--- src/gts_pkg.sv ---
// Constants for the general timer set: register map, control fields, encodings
package gts_pkg;
    // ------------------------------------------------------------
    // Register byte offsets
    // ------------------------------------------------------------
    localparam int unsigned ADDR_W     = 8;
    localparam logic [7:0] OFF_T1_CTRL = 8'h00;
    localparam logic [7:0] OFF_T1_CNT  = 8'h04;
    localparam logic [7:0] OFF_T1_PER  = 8'h08;
    localparam logic [7:0] OFF_LO_CTRL = 8'h0C;
    localparam logic [7:0] OFF_HI_CTRL = 8'h10;
    localparam logic [7:0] OFF_CNT_LO  = 8'h14;
    localparam logic [7:0] OFF_CNT_HI  = 8'h18;
    localparam logic [7:0] OFF_PER_LO  = 8'h1C;
    localparam logic [7:0] OFF_PER_HI  = 8'h20;
    localparam logic [7:0] OFF_STATUS  = 8'h24;
    // ------------------------------------------------------------
    // Control register fields
    // ------------------------------------------------------------
    localparam int unsigned B_ON   = 15;
    localparam int unsigned B_SIDL = 13;
    localparam int unsigned B_GATE = 6;
    localparam int unsigned B_PSH  = 5;
    localparam int unsigned B_PSL  = 4;
    localparam int unsigned B_T32  = 3;
    localparam int unsigned B_SYNC = 2;
    localparam int unsigned B_TCS  = 1;
    localparam logic [15:0] T1_MASK   = 16'hA076;
    localparam logic [15:0] LO_MASK   = 16'hA07A;
    localparam logic [15:0] HI_MASK   = 16'hA072;
    localparam logic [15:0] CTRL_RST  = 16'h0000;
    // ------------------------------------------------------------
    // Prescale terminal counts and status bits
    // ------------------------------------------------------------
    localparam logic [7:0] PSC_1   = 8'h00;
    localparam logic [7:0] PSC_8   = 8'h07;
    localparam logic [7:0] PSC_64  = 8'h3F;
    localparam logic [7:0] PSC_256 = 8'hFF;
    localparam int unsigned NTMR   = 3;
    localparam int unsigned F_T1   = 0;
    localparam int unsigned F_LO   = 1;
    localparam int unsigned F_HI   = 2;
    localparam logic [1:0] RESP_OKAY   = 2'h0;
    localparam logic [1:0] RESP_SLVERR = 2'h2;
endpackage : gts_pkg

--- src/gts_timer_set.sv ---
// General timer set: one 16-bit timer and a chainable 16/32-bit pair, AXI4-Lite slave
// Summary of operation
// - timer_on starts and stops first timer
// - idle_stop halts timer during Idle
// - Gate accumulates on internal clock only
// - Prescale 1, 8, 64 or 256
// - ext_clock_sync adds sync stage, external only
// - clock_source_sel picks pin edges or cycles
// - Unimplemented bits zero, controls reset zero
// - Unchained pair timers run independently
// - Chained pair is one 32-bit timer
// - Lower word low, upper word high
// - 32-bit period is period_high:period_low
// - Chained mode ignores upper control bits
// - 32-bit match sets upper flag
// - ADC trigger only from chained pair
// - Pair counts exported as time bases
// - pair_32bit_mode selects 32 or 16
// - Match or gate falling edge interrupts
`timescale 1ns/1ns
`default_nettype none
module gts_timer_set
    import gts_pkg::*;
(
    // Clock and reset
    input  wire logic        aclk,
    input  wire logic        aresetn,
    // AXI4-Lite write
    input  wire logic [7:0]  awaddr,
    input  wire logic        awvalid,
    output logic             awready,
    input  wire logic [31:0] wdata,
    input  wire logic [3:0]  wstrb,
    input  wire logic        wvalid,
    output logic             wready,
    output logic [1:0]       bresp,
    output logic             bvalid,
    input  wire logic        bready,
    // AXI4-Lite read
    input  wire logic [7:0]  araddr,
    input  wire logic        arvalid,
    output logic             arready,
    output logic [31:0]      rdata,
    output logic [1:0]       rresp,
    output logic             rvalid,
    input  wire logic        rready,
    // Device state and pins
    input  wire logic        idle_mode,
    input  wire logic        timer1_ext_clock_pin,
    input  wire logic        timer1_gate_pin,
    input  wire logic        lower_ext_clock_pin,
    input  wire logic        lower_gate_pin,
    input  wire logic        upper_ext_clock_pin,
    input  wire logic        upper_gate_pin,
    // Events and time bases
    output logic             timer1_irq_flag,
    output logic             lower_irq_flag,
    output logic             upper_irq_flag,
    output logic             adc_trigger,
    output logic [15:0]      count_low,
    output logic [15:0]      count_high
);
    // ------------------------------------------------------------
    // State
    // ------------------------------------------------------------
    typedef struct packed {
        logic [2:0][15:0] ctrl;
        logic [2:0][15:0] cnt;
        logic [2:0][15:0] per;
        logic [2:0][7:0]  psc;
        logic [2:0]       flags;
        logic             adc;
        logic [5:0]       s1;
        logic [5:0]       s2;
        logic [5:0]       s3;
        logic             s4;
        logic             awready;
        logic             wready;
        logic             aw_got;
        logic             w_got;
        logic             bvalid;
        logic [1:0]       bresp;
        logic [7:0]       awaddr;
        logic [31:0]      wdata;
        logic [3:0]       wstrb;
        logic             arready;
        logic             rvalid;
        logic [1:0]       rresp;
        logic [31:0]      rdata;
    } gts_state_t;
    gts_state_t  st;
    gts_state_t  next_st;
    logic [5:0]  rise, fall;
    logic [2:0]  tick, setf;
    logic [15:0] c;
    logic        t32, ext, src, m32, wr_fire;
    function automatic logic [7:0] psc_max(input logic [1:0] sel);
        unique case (sel)
            2'h3: psc_max = PSC_256;
            2'h2: psc_max = PSC_64;
            2'h1: psc_max = PSC_8;
            2'h0: psc_max = PSC_1;
        endcase
    endfunction : psc_max
    function automatic logic [15:0] mrg(input logic [15:0] o, input logic [31:0] d,
                                        input logic [3:0] s);
        mrg = {s[1] ? d[15:8] : o[15:8], s[0] ? d[7:0] : o[7:0]};
    endfunction : mrg
    // ------------------------------------------------------------
    // Next-state logic
    // ------------------------------------------------------------
    always_comb begin
        next_st = st;
        setf    = 3'h0;
        tick    = 3'h0;
        c       = 16'h0000;
        ext     = 1'b0;
        src     = 1'b0;
        next_st.adc = 1'b0;
        // Pins pass two flops before any use
        next_st.s1 = {upper_gate_pin, upper_ext_clock_pin, lower_gate_pin,
                      lower_ext_clock_pin, timer1_gate_pin, timer1_ext_clock_pin};
        next_st.s2 = st.s1;
        next_st.s3 = st.s2;
        next_st.s4 = st.s3[0];
        rise = st.s2 & ~st.s3;
        fall = ~st.s2 & st.s3;
        t32  = st.ctrl[1][B_T32];
        m32  = {st.cnt[2], st.cnt[1]} == {st.per[2], st.per[1]};
        wr_fire = st.aw_got && st.w_got && !st.bvalid;
        // Prescaler and tick per timer; upper is idle when chained
        for (int i = 0; i < NTMR; i++) begin
            c   = st.ctrl[i];
            ext = (i == 0 && c[B_SYNC]) ? (st.s3[0] & ~st.s4) : rise[2*i];
            src = c[B_TCS] ? ext : (!c[B_GATE] || st.s2[2*i+1]);
            if (c[B_ON] && !(idle_mode && c[B_SIDL]) && !(i == 2 && t32)) begin
                if (src) begin
                    if (st.psc[i] >= psc_max(c[B_PSH:B_PSL])) begin
                        next_st.psc[i] = 8'h00;
                        tick[i] = 1'b1;
                    end else begin
                        next_st.psc[i] = st.psc[i] + 8'h01;
                    end
                end
            end
            if (c[B_ON] && !c[B_TCS] && c[B_GATE] && fall[2*i+1] && !(i == 2 && t32)) begin
                if (i == 1 && t32) begin
                    setf[F_HI] = 1'b1;
                end else begin
                    setf[i] = 1'b1;
                end
            end
        end
        // Independent 16-bit counting
        for (int i = 0; i < NTMR; i++) begin
            if (tick[i] && !(t32 && i > 0)) begin
                if (st.cnt[i] == st.per[i]) begin
                    next_st.cnt[i] = 16'h0000;
                    setf[i] = 1'b1;
                end else begin
                    next_st.cnt[i] = st.cnt[i] + 16'h0001;
                end
            end
        end
        // Chained 32-bit counting
        if (t32 && tick[1]) begin
            if (m32) begin
                next_st.cnt[2] = 16'h0000;
                next_st.cnt[1] = 16'h0000;
                setf[F_HI] = 1'b1;
                next_st.adc = 1'b1;
            end else begin
                {next_st.cnt[2], next_st.cnt[1]} = {st.cnt[2], st.cnt[1]} + 32'h1;
            end
        end
        // Write channel: address and data taken in either order
        if (awvalid && st.awready) begin
            next_st.awaddr = awaddr;
            next_st.aw_got = 1'b1;
        end
        if (wvalid && st.wready) begin
            next_st.wdata  = wdata;
            next_st.wstrb  = wstrb;
            next_st.w_got  = 1'b1;
        end
        if (st.bvalid && bready) begin
            next_st.bvalid = 1'b0;
        end
        if (wr_fire) begin
            next_st.aw_got = 1'b0;
            next_st.w_got  = 1'b0;
            next_st.bvalid = 1'b1;
            next_st.bresp  = RESP_OKAY;
            unique case (st.awaddr)
                OFF_T1_CTRL: begin
                    next_st.ctrl[0] = mrg(st.ctrl[0], st.wdata, st.wstrb) & T1_MASK;
                    next_st.psc[0]  = 8'h00;
                end
                OFF_LO_CTRL: begin
                    next_st.ctrl[1] = mrg(st.ctrl[1], st.wdata, st.wstrb) & LO_MASK;
                    next_st.psc[1]  = 8'h00;
                end
                OFF_HI_CTRL: begin
                    next_st.ctrl[2] = mrg(st.ctrl[2], st.wdata, st.wstrb) & HI_MASK;
                    next_st.psc[2]  = 8'h00;
                end
                OFF_T1_CNT: next_st.cnt[0] = mrg(st.cnt[0], st.wdata, st.wstrb);
                OFF_CNT_LO: next_st.cnt[1] = mrg(st.cnt[1], st.wdata, st.wstrb);
                OFF_CNT_HI: next_st.cnt[2] = mrg(st.cnt[2], st.wdata, st.wstrb);
                OFF_T1_PER: next_st.per[0] = mrg(st.per[0], st.wdata, st.wstrb);
                OFF_PER_LO: next_st.per[1] = mrg(st.per[1], st.wdata, st.wstrb);
                OFF_PER_HI: next_st.per[2] = mrg(st.per[2], st.wdata, st.wstrb);
                OFF_STATUS: begin
                    if (st.wstrb[0]) begin
                        next_st.flags = st.flags & ~st.wdata[2:0];
                    end
                end
                default: next_st.bresp = RESP_SLVERR;
            endcase
        end
        // A new event beats a clear in the same cycle
        next_st.flags   = next_st.flags | setf;
        next_st.awready = !next_st.aw_got && !next_st.bvalid;
        next_st.wready  = !next_st.w_got && !next_st.bvalid;
        // Read channel: data returned one cycle after the address is taken
        if (st.rvalid && rready) begin
            next_st.rvalid = 1'b0;
        end
        if (arvalid && st.arready) begin
            next_st.rvalid = 1'b1;
            next_st.rresp  = RESP_OKAY;
            next_st.rdata  = 32'h0;
            unique case (araddr)
                OFF_T1_CTRL: next_st.rdata[15:0] = st.ctrl[0];
                OFF_LO_CTRL: next_st.rdata[15:0] = st.ctrl[1];
                OFF_HI_CTRL: next_st.rdata[15:0] = st.ctrl[2];
                OFF_T1_CNT:  next_st.rdata[15:0] = st.cnt[0];
                OFF_CNT_LO:  next_st.rdata[15:0] = st.cnt[1];
                OFF_CNT_HI:  next_st.rdata[15:0] = st.cnt[2];
                OFF_T1_PER:  next_st.rdata[15:0] = st.per[0];
                OFF_PER_LO:  next_st.rdata[15:0] = st.per[1];
                OFF_PER_HI:  next_st.rdata[15:0] = st.per[2];
                OFF_STATUS:  next_st.rdata[2:0]  = st.flags;
                default:     next_st.rresp = RESP_SLVERR;
            endcase
        end
        next_st.arready = !next_st.rvalid;
    end
    // ------------------------------------------------------------
    // State register
    // ------------------------------------------------------------
    always_ff @(posedge aclk) begin
        if (!aresetn) begin
            st <= '0;
        end else begin
            st <= next_st;
        end
    end
    // ------------------------------------------------------------
    // Outputs
    // ------------------------------------------------------------
    assign awready         = st.awready;
    assign wready          = st.wready;
    assign bvalid          = st.bvalid;
    assign bresp           = st.bresp;
    assign arready         = st.arready;
    assign rvalid          = st.rvalid;
    assign rresp           = st.rresp;
    assign rdata           = st.rdata;
    assign timer1_irq_flag = st.flags[F_T1];
    assign lower_irq_flag  = st.flags[F_LO];
    assign upper_irq_flag  = st.flags[F_HI];
    assign adc_trigger     = st.adc;
    assign count_low       = st.cnt[1];
    assign count_high      = st.cnt[2];
    // ------------------------------------------------------------
    // Checks
    // ------------------------------------------------------------
    property p_t1_off_hold;
        @(posedge aclk) disable iff (!aresetn)
        (!st.ctrl[0][B_ON] && !wr_fire) |=> $stable(st.cnt[0]);
    endproperty
    a_t1_off_hold: assert property (p_t1_off_hold) else $error("timer1 counts while off");
    property p_idle_hold;
        @(posedge aclk) disable iff (!aresetn)
        (st.ctrl[0][B_SIDL] && idle_mode && !wr_fire)
            |=> $stable(st.psc[0]) && $stable(st.cnt[0]);
    endproperty
    a_idle_hold: assert property (p_idle_hold) else $error("timer1 runs in idle");
    property p_gate_hold;
        @(posedge aclk) disable iff (!aresetn)
        (!st.ctrl[0][B_TCS] && st.ctrl[0][B_GATE] && !st.s2[1] && !wr_fire)
            |=> $stable(st.psc[0]) && $stable(st.cnt[0]);
    endproperty
    a_gate_hold: assert property (p_gate_hold) else $error("count with gate low");
    property p_psc_bound;
        @(posedge aclk) disable iff (!aresetn)
        st.psc[0] <= psc_max(st.ctrl[0][B_PSH:B_PSL]);
    endproperty
    a_psc_bound: assert property (p_psc_bound) else $error("prescale overrun");
    property p_ctrl_zero;
        @(posedge aclk) disable iff (!aresetn)
        (st.ctrl[0] & ~T1_MASK) == 16'h0000;
    endproperty
    a_ctrl_zero: assert property (p_ctrl_zero) else $error("unimplemented bit set");
    property p_wrap;
        @(posedge aclk) disable iff (!aresetn)
        (tick[0] && st.cnt[0] == st.per[0] && !wr_fire)
            |=> st.cnt[0] == 16'h0000 && st.flags[F_T1];
    endproperty
    a_wrap: assert property (p_wrap) else $error("no wrap at match");
    property p_carry;
        @(posedge aclk) disable iff (!aresetn)
        (t32 && tick[1] && !m32 && st.cnt[1] == 16'hFFFF && !wr_fire)
            |=> st.cnt[2] == $past(st.cnt[2]) + 16'h0001;
    endproperty
    a_carry: assert property (p_carry) else $error("no carry into high word");
    property p_match32;
        @(posedge aclk) disable iff (!aresetn)
        (t32 && tick[1] && m32) |=> upper_irq_flag && adc_trigger;
    endproperty
    a_match32: assert property (p_match32) else $error("32-bit match lost");
    property p_adc_src;
        @(posedge aclk) disable iff (!aresetn)
        adc_trigger |-> $past(t32);
    endproperty
    a_adc_src: assert property (p_adc_src) else $error("trigger without chain");
    property p_upper_idle;
        @(posedge aclk) disable iff (!aresetn)
        (t32 && !wr_fire) |=> $stable(st.psc[2]);
    endproperty
    a_upper_idle: assert property (p_upper_idle) else $error("upper prescaler runs in chain");
endmodule : gts_timer_set
`default_nettype wire

--- config.mk ---
export PLATFORM = sky130hd
export DESIGN_NAME = gts_timer_set
export DESIGN_NICKNAME = d
export VERILOG_FILES = /design/src/gts_pkg.sv /design/src/gts_timer_set.sv
export SDC_FILE = /design/constraint.sdc
export NUM_CORES = 1
export LEC_CHECK = 0
export CORE_MARGIN = 2
export CORE_UTILIZATION = 35
export CTS_BUF_LIST = sky130_fd_sc_hd__clkbuf_8
export DETAILED_ROUTE_END_ITERATION = 8
export DONT_BUFFER_PORTS = 1
export PLACE_DENSITY = 0.61
export SLEW_MARGIN = 5
export SYNTH_ARGS = -nofsm -noshare
export SYNTH_HDL_FRONTEND = slang
export SYNTH_SLANG_ARGS = --single-unit
export TNS_END_PERCENT = 5
--- constraint.sdc ---
create_clock -name aclk -period 3.8 [get_ports aclk]
set_input_delay 0.76 -clock aclk [delete_from_list [all_inputs] [get_ports aclk]]
set_output_delay 0.76 -clock aclk [all_outputs]
set_load 0.01 [all_outputs]
==> results <==
- On the final layout, the worst clock skew is 0.0264 ns.
- The proportion of layout cells with a drive suffix above 1 is roughly a tenth.
- The worst reg2reg path depth is 10.
- The worst hold path begins at upper_gate_pin.
- In this run the mean area of a mapped cell was 8.00 um^2.
- Setup violations remaining at the end of the flow were counted as 0.
- The synthesized design spends more area on one cell type than any other, namely sky130_fd_sc_hd__dfxtp_1.
- The final antenna diode count is 0.
- The actual transition at the worst max-transition pin is 0.895 ns.
- The clock passes through at most 3 buffers.
- The floorplan has 67 rows.
- In this run the tool buffered the top-level ports with 0 buffer cells.
- The starting utilization of the core area is 35.6%.
- The beginning of the worst register-to-register path is st[250]$_SDFFE_PN0P_.
- The clock tree root driver cell is sky130_fd_sc_hd__clkbuf_8.
- The initial antenna violation count is 0.
- The data required time of the worst path is 4.28 ns.
- The part of the cycle the worst path needs is 83.2%.
- During synthesis, Yosys emitted a total of 0 warnings.
- For hold timing, the worst endpoint is next_st[99]$_SDFF_PN0_.
- The total congestion overflow is 0.
- The first global-routing pass estimated 61.6 mm of wire.
- The post-synthesis mux area share is 4.88%.
- The worst path arrival time is ~3.6 ns.
- After clock tree synthesis, the clock-pin slew on the worst setup and hold paths is 0.06 ns.
- The synthesized netlist devotes 20.1% of its cell area to compound gates.
- The total wire length is 40.8 mm.
- The final core utilization is 38.2%.
- Dividing the detail-routed wire length by the instance count gives 21.3 um.
- In the post-synthesis netlist, the biggest area contributors are sky130_fd_sc_hd__dfxtp_1 (36%), sky130_fd_sc_hd__nand2_1 (5.1%), sky130_fd_sc_hd__a21oi_1 (4.8%).
- From synthesis to final layout, the design area changed by 7.49%.
- The final number of max-transition violations is 0.
- After legalization and detailed placement, the total HPWL measured ~30 mm.
- The final instance area is 0.0129 mm^2.
- The layout has 3,494 filler cells.
- The internal reg-to-reg setup slack is 0.64 ns.
- The post-synthesis share of cell area spent on xor and xnor gates is 5.93%.
- The critical path is of the flop to flop type.
- The clock buffer count from CTS is 39.
- The critical-path maximum fanout is 15.
- The element type at the critical path end is a flop.
- CTS built an H-tree with a depth of 2.
- The weighted congestion reported at the end of routability-driven placement is 0.928.
- For this design the static power due to leakage is 4.85 nW.
- The largest net degree at the start of global routing is 66.
- The residual antenna-violating net count after detailed routing is 0.
- By instance count, the leading cell after synthesis is sky130_fd_sc_hd__dfxtp_1.
- The cell area reported after detailed placement is between 0.01 and 0.015 mm^2.
- The final setup TNS is 0 ns.
- Hold repair after CTS inserted 0 buffers.
- The synthesis-stage register bit count is between 200 and 250.
- The latest clock arrival within the worst-skew pair is between 0.5 and 0.6 ns.
- The max-cap check violation count is 0.
- The gate count of the mapped netlist is 1,494.
- The setup slack after placement is 0.519 ns.
- By count the netlist is led by sky130_fd_sc_hd__dfxtp_1 (214), sky130_fd_sc_hd__nand2_1 (164), sky130_fd_sc_hd__nor2_1 (148), sky130_fd_sc_hd__a21oi_1 (115), sky130_fd_sc_hd__o21ai_0 (77).
- The final net count is between 1,500 and 2,000.
- The power density over cell area is ~370 mW/mm^2.
- The number of global-route vias before repair is 10,300.
- The count of pins on the block boundary is ~140.
- The vertical die dimension is about 190 um.
- The number of enable-type register cells in the synthesized netlist is 0.
- The total standard cell area after synthesis is 0.0120 mm^2.
- The number of failing hold endpoints at the final stage was 0.
- After the first detailed-routing iteration, the DRC count stood at 1,281.
- The largest family of logic cells by synthesized area is simple AND/OR/NAND/NOR gates.
- The end of the worst register-to-register path is count_high[8]$_SDFFE_PN0P_.
- Before antenna repair, the detailed router went through 9 iterations.
- The quantity of gates resized following cts is 0.
- The worst path in the final design needs a cycle of 3.16 ns, including I/O delays and setup.
- The number of library cell types mapped by synthesis is 83.
- Headroom to the max-slew limit came out at 40.2%.
- The sequential-to-total area share from yosys stat is 35.8%.
- The DRC violation count after routing is 0.
- The adder-cell share of the synthesized area is 2.30%.
- Along the worst hold path, the cell count comes to 1.
- The element type at the critical path start is a flop.
- The number of setup buffers added after CTS is 0.
- Global routing used between 20% and 30% of the available tracks.
- The clock tree from TritonCTS is yes.
- For this design, the sink count on the clock tree is between 200 and 250.
- After synthesis, the largest area contributor takes up a little over a third of total cell area.
- The width of the die is 189 um.
- The most used flip-flop cell after synthesis is sky130_fd_sc_hd__dfxtp_1.
- The region available for standard cell placement spans 0.0336 mm^2.
- The via density per instance is 5.73.
- The run finished with clean final reports.
- The largest voltage drop on the vdd net is 0.266 mV.
- The number of vias after detailed routing is 11,000.
- The die covers 0.0357 mm^2.
- The worst-case hold slack is 0.335 ns.
- Of the total synthesized cell area, the portion taken by AND, OR, NAND and NOR gates is 22.2%.
- Derived from the worst setup path, the maximum achievable clock frequency is around 0.32 GHz.
- Across all setup checks in the final design, the least slack found is 0.638 ns.
- Setup repair after global routing left no endpoint under its margin.
- The share of async-settable or async-resettable flops after synthesis is 0%.
- The min-delay analysis places its worst path in the category input port to flop.
[registers in the layout (all words and copies together), names as in the netlist, 6 cells and up]
| signal | count |
|---|---|
| c | 6 |
| rdata | 16 |
| count_high | 16 |
| count_low | 16 |
| next_st | 13 |
| st | 136 |
[power breakdown]
group	switching, mW	total [mW]	internal, mW
registers	0.0564	2.34	2.28
logic	0.122	0.168	0.0456
clock network	1.03	2.22	1.19
total	1.21	4.73	3.51
[worst max-delay path by stage]
| stage | slack, ns | to | from |
|---|---|---|---|
| finish | 0.64 | count_high[8]$_SDFFE_PN0P_ | st[250]$_SDFFE_PN0P_ |
| floorplan | 1.19 | count_high[8]$_SDFFE_PN0P_ | idle_mode |
| CTS | 0.66 | count_high[8]$_SDFFE_PN0P_ | st[250]$_SDFFE_PN0P_ |
| global placement | 0.56 | count_high[8]$_SDFFE_PN0P_ | idle_mode |
| global route | 0.52 | count_high[9]$_SDFFE_PN0P_ | c[4]$_SDFFE_PN0P_ |
| detailed placement | 0.52 | count_high[8]$_SDFFE_PN0P_ | idle_mode |
[routing by layer]
metal	wire length [um]	share of wire (%)	vias to the layer above	GRT usage, %
met2	17200	42	598	33.1
met4	1240	3.0	0	7.33
met5	0	0	-	0
met1	17800	44	5177	31.5
li1	-	-	5122	-
met3	4560	11	74	5.46
[critical path, cell delays in order, from the launching register on]
cell and delay [ns]:
sky130_fd_sc_hd__dfxtp_1 0.37, sky130_fd_sc_hd__or2_1 0.28, sky130_fd_sc_hd__ha_1 0.28, sky130_fd_sc_hd__nor2_1 0.04, sky130_fd_sc_hd__a221oi_1 0.32, sky130_fd_sc_hd__o2111ai_2 0.21, sky130_fd_sc_hd__a21bo_1 0.39, sky130_fd_sc_hd__nor2_4 0.45
sky130_fd_sc_hd__a32oi_4 0.14, sky130_fd_sc_hd__o311a_1 0.36, sky130_fd_sc_hd__a311oi_2 0.23
[stage by stage]
step           power, mW  cells
2_1_floorplan       2.51   1511
3_3_place_gp        2.54   1847
3_5_place_dp        2.55   1847
4_1_cts             4.75   1916
5_1_grt             4.88   1916
6_report            4.73   1916
[cell type report]
| type | instances | area, um^2 | area share, % |
|---|---|---|---|
| clock inverter | 19 | 95.1 | 0.740 |
| timing repair buffer | 52 | 390 | 3.04 |
| sequential | 214 | 4280 | 33.3 |
| inverter | 37 | 141 | 1.10 |
| multi-input combinational | 1096 | 6700 | 52.1 |
| clock buffer | 50 | 688 | 5.35 |
| tap | 448 | 561 | 4.36 |
[cells by family (layout without fill, tap and decap cells)]
kind of cell | Yosys count | in the layout
adder cells (fa/ha/maj) | 22 | 22
buffers and inverters | 201 | 158
AND/OR/NAND/NOR | 555 | 555
XOR/XNOR | 81 | 81
other | 1 | 18
multiplexers | 58 | 58
AO/OA/AOI/OAI | 362 | 362
flip-flops | 214 | 214
[cells in the final DEF, fill, tap and decap left out, drive strengths merged, types with 46 or more instances in the layout]
master / count
mux2i: 56
xnor2: 48
buf: 52
nand2: 164
inv: 46
clkbuf: 50
nand3: 76
a21oi: 116
o21ai: 80
nor2: 149
dfxtp: 214
Power figures use the tool's default switching activity.
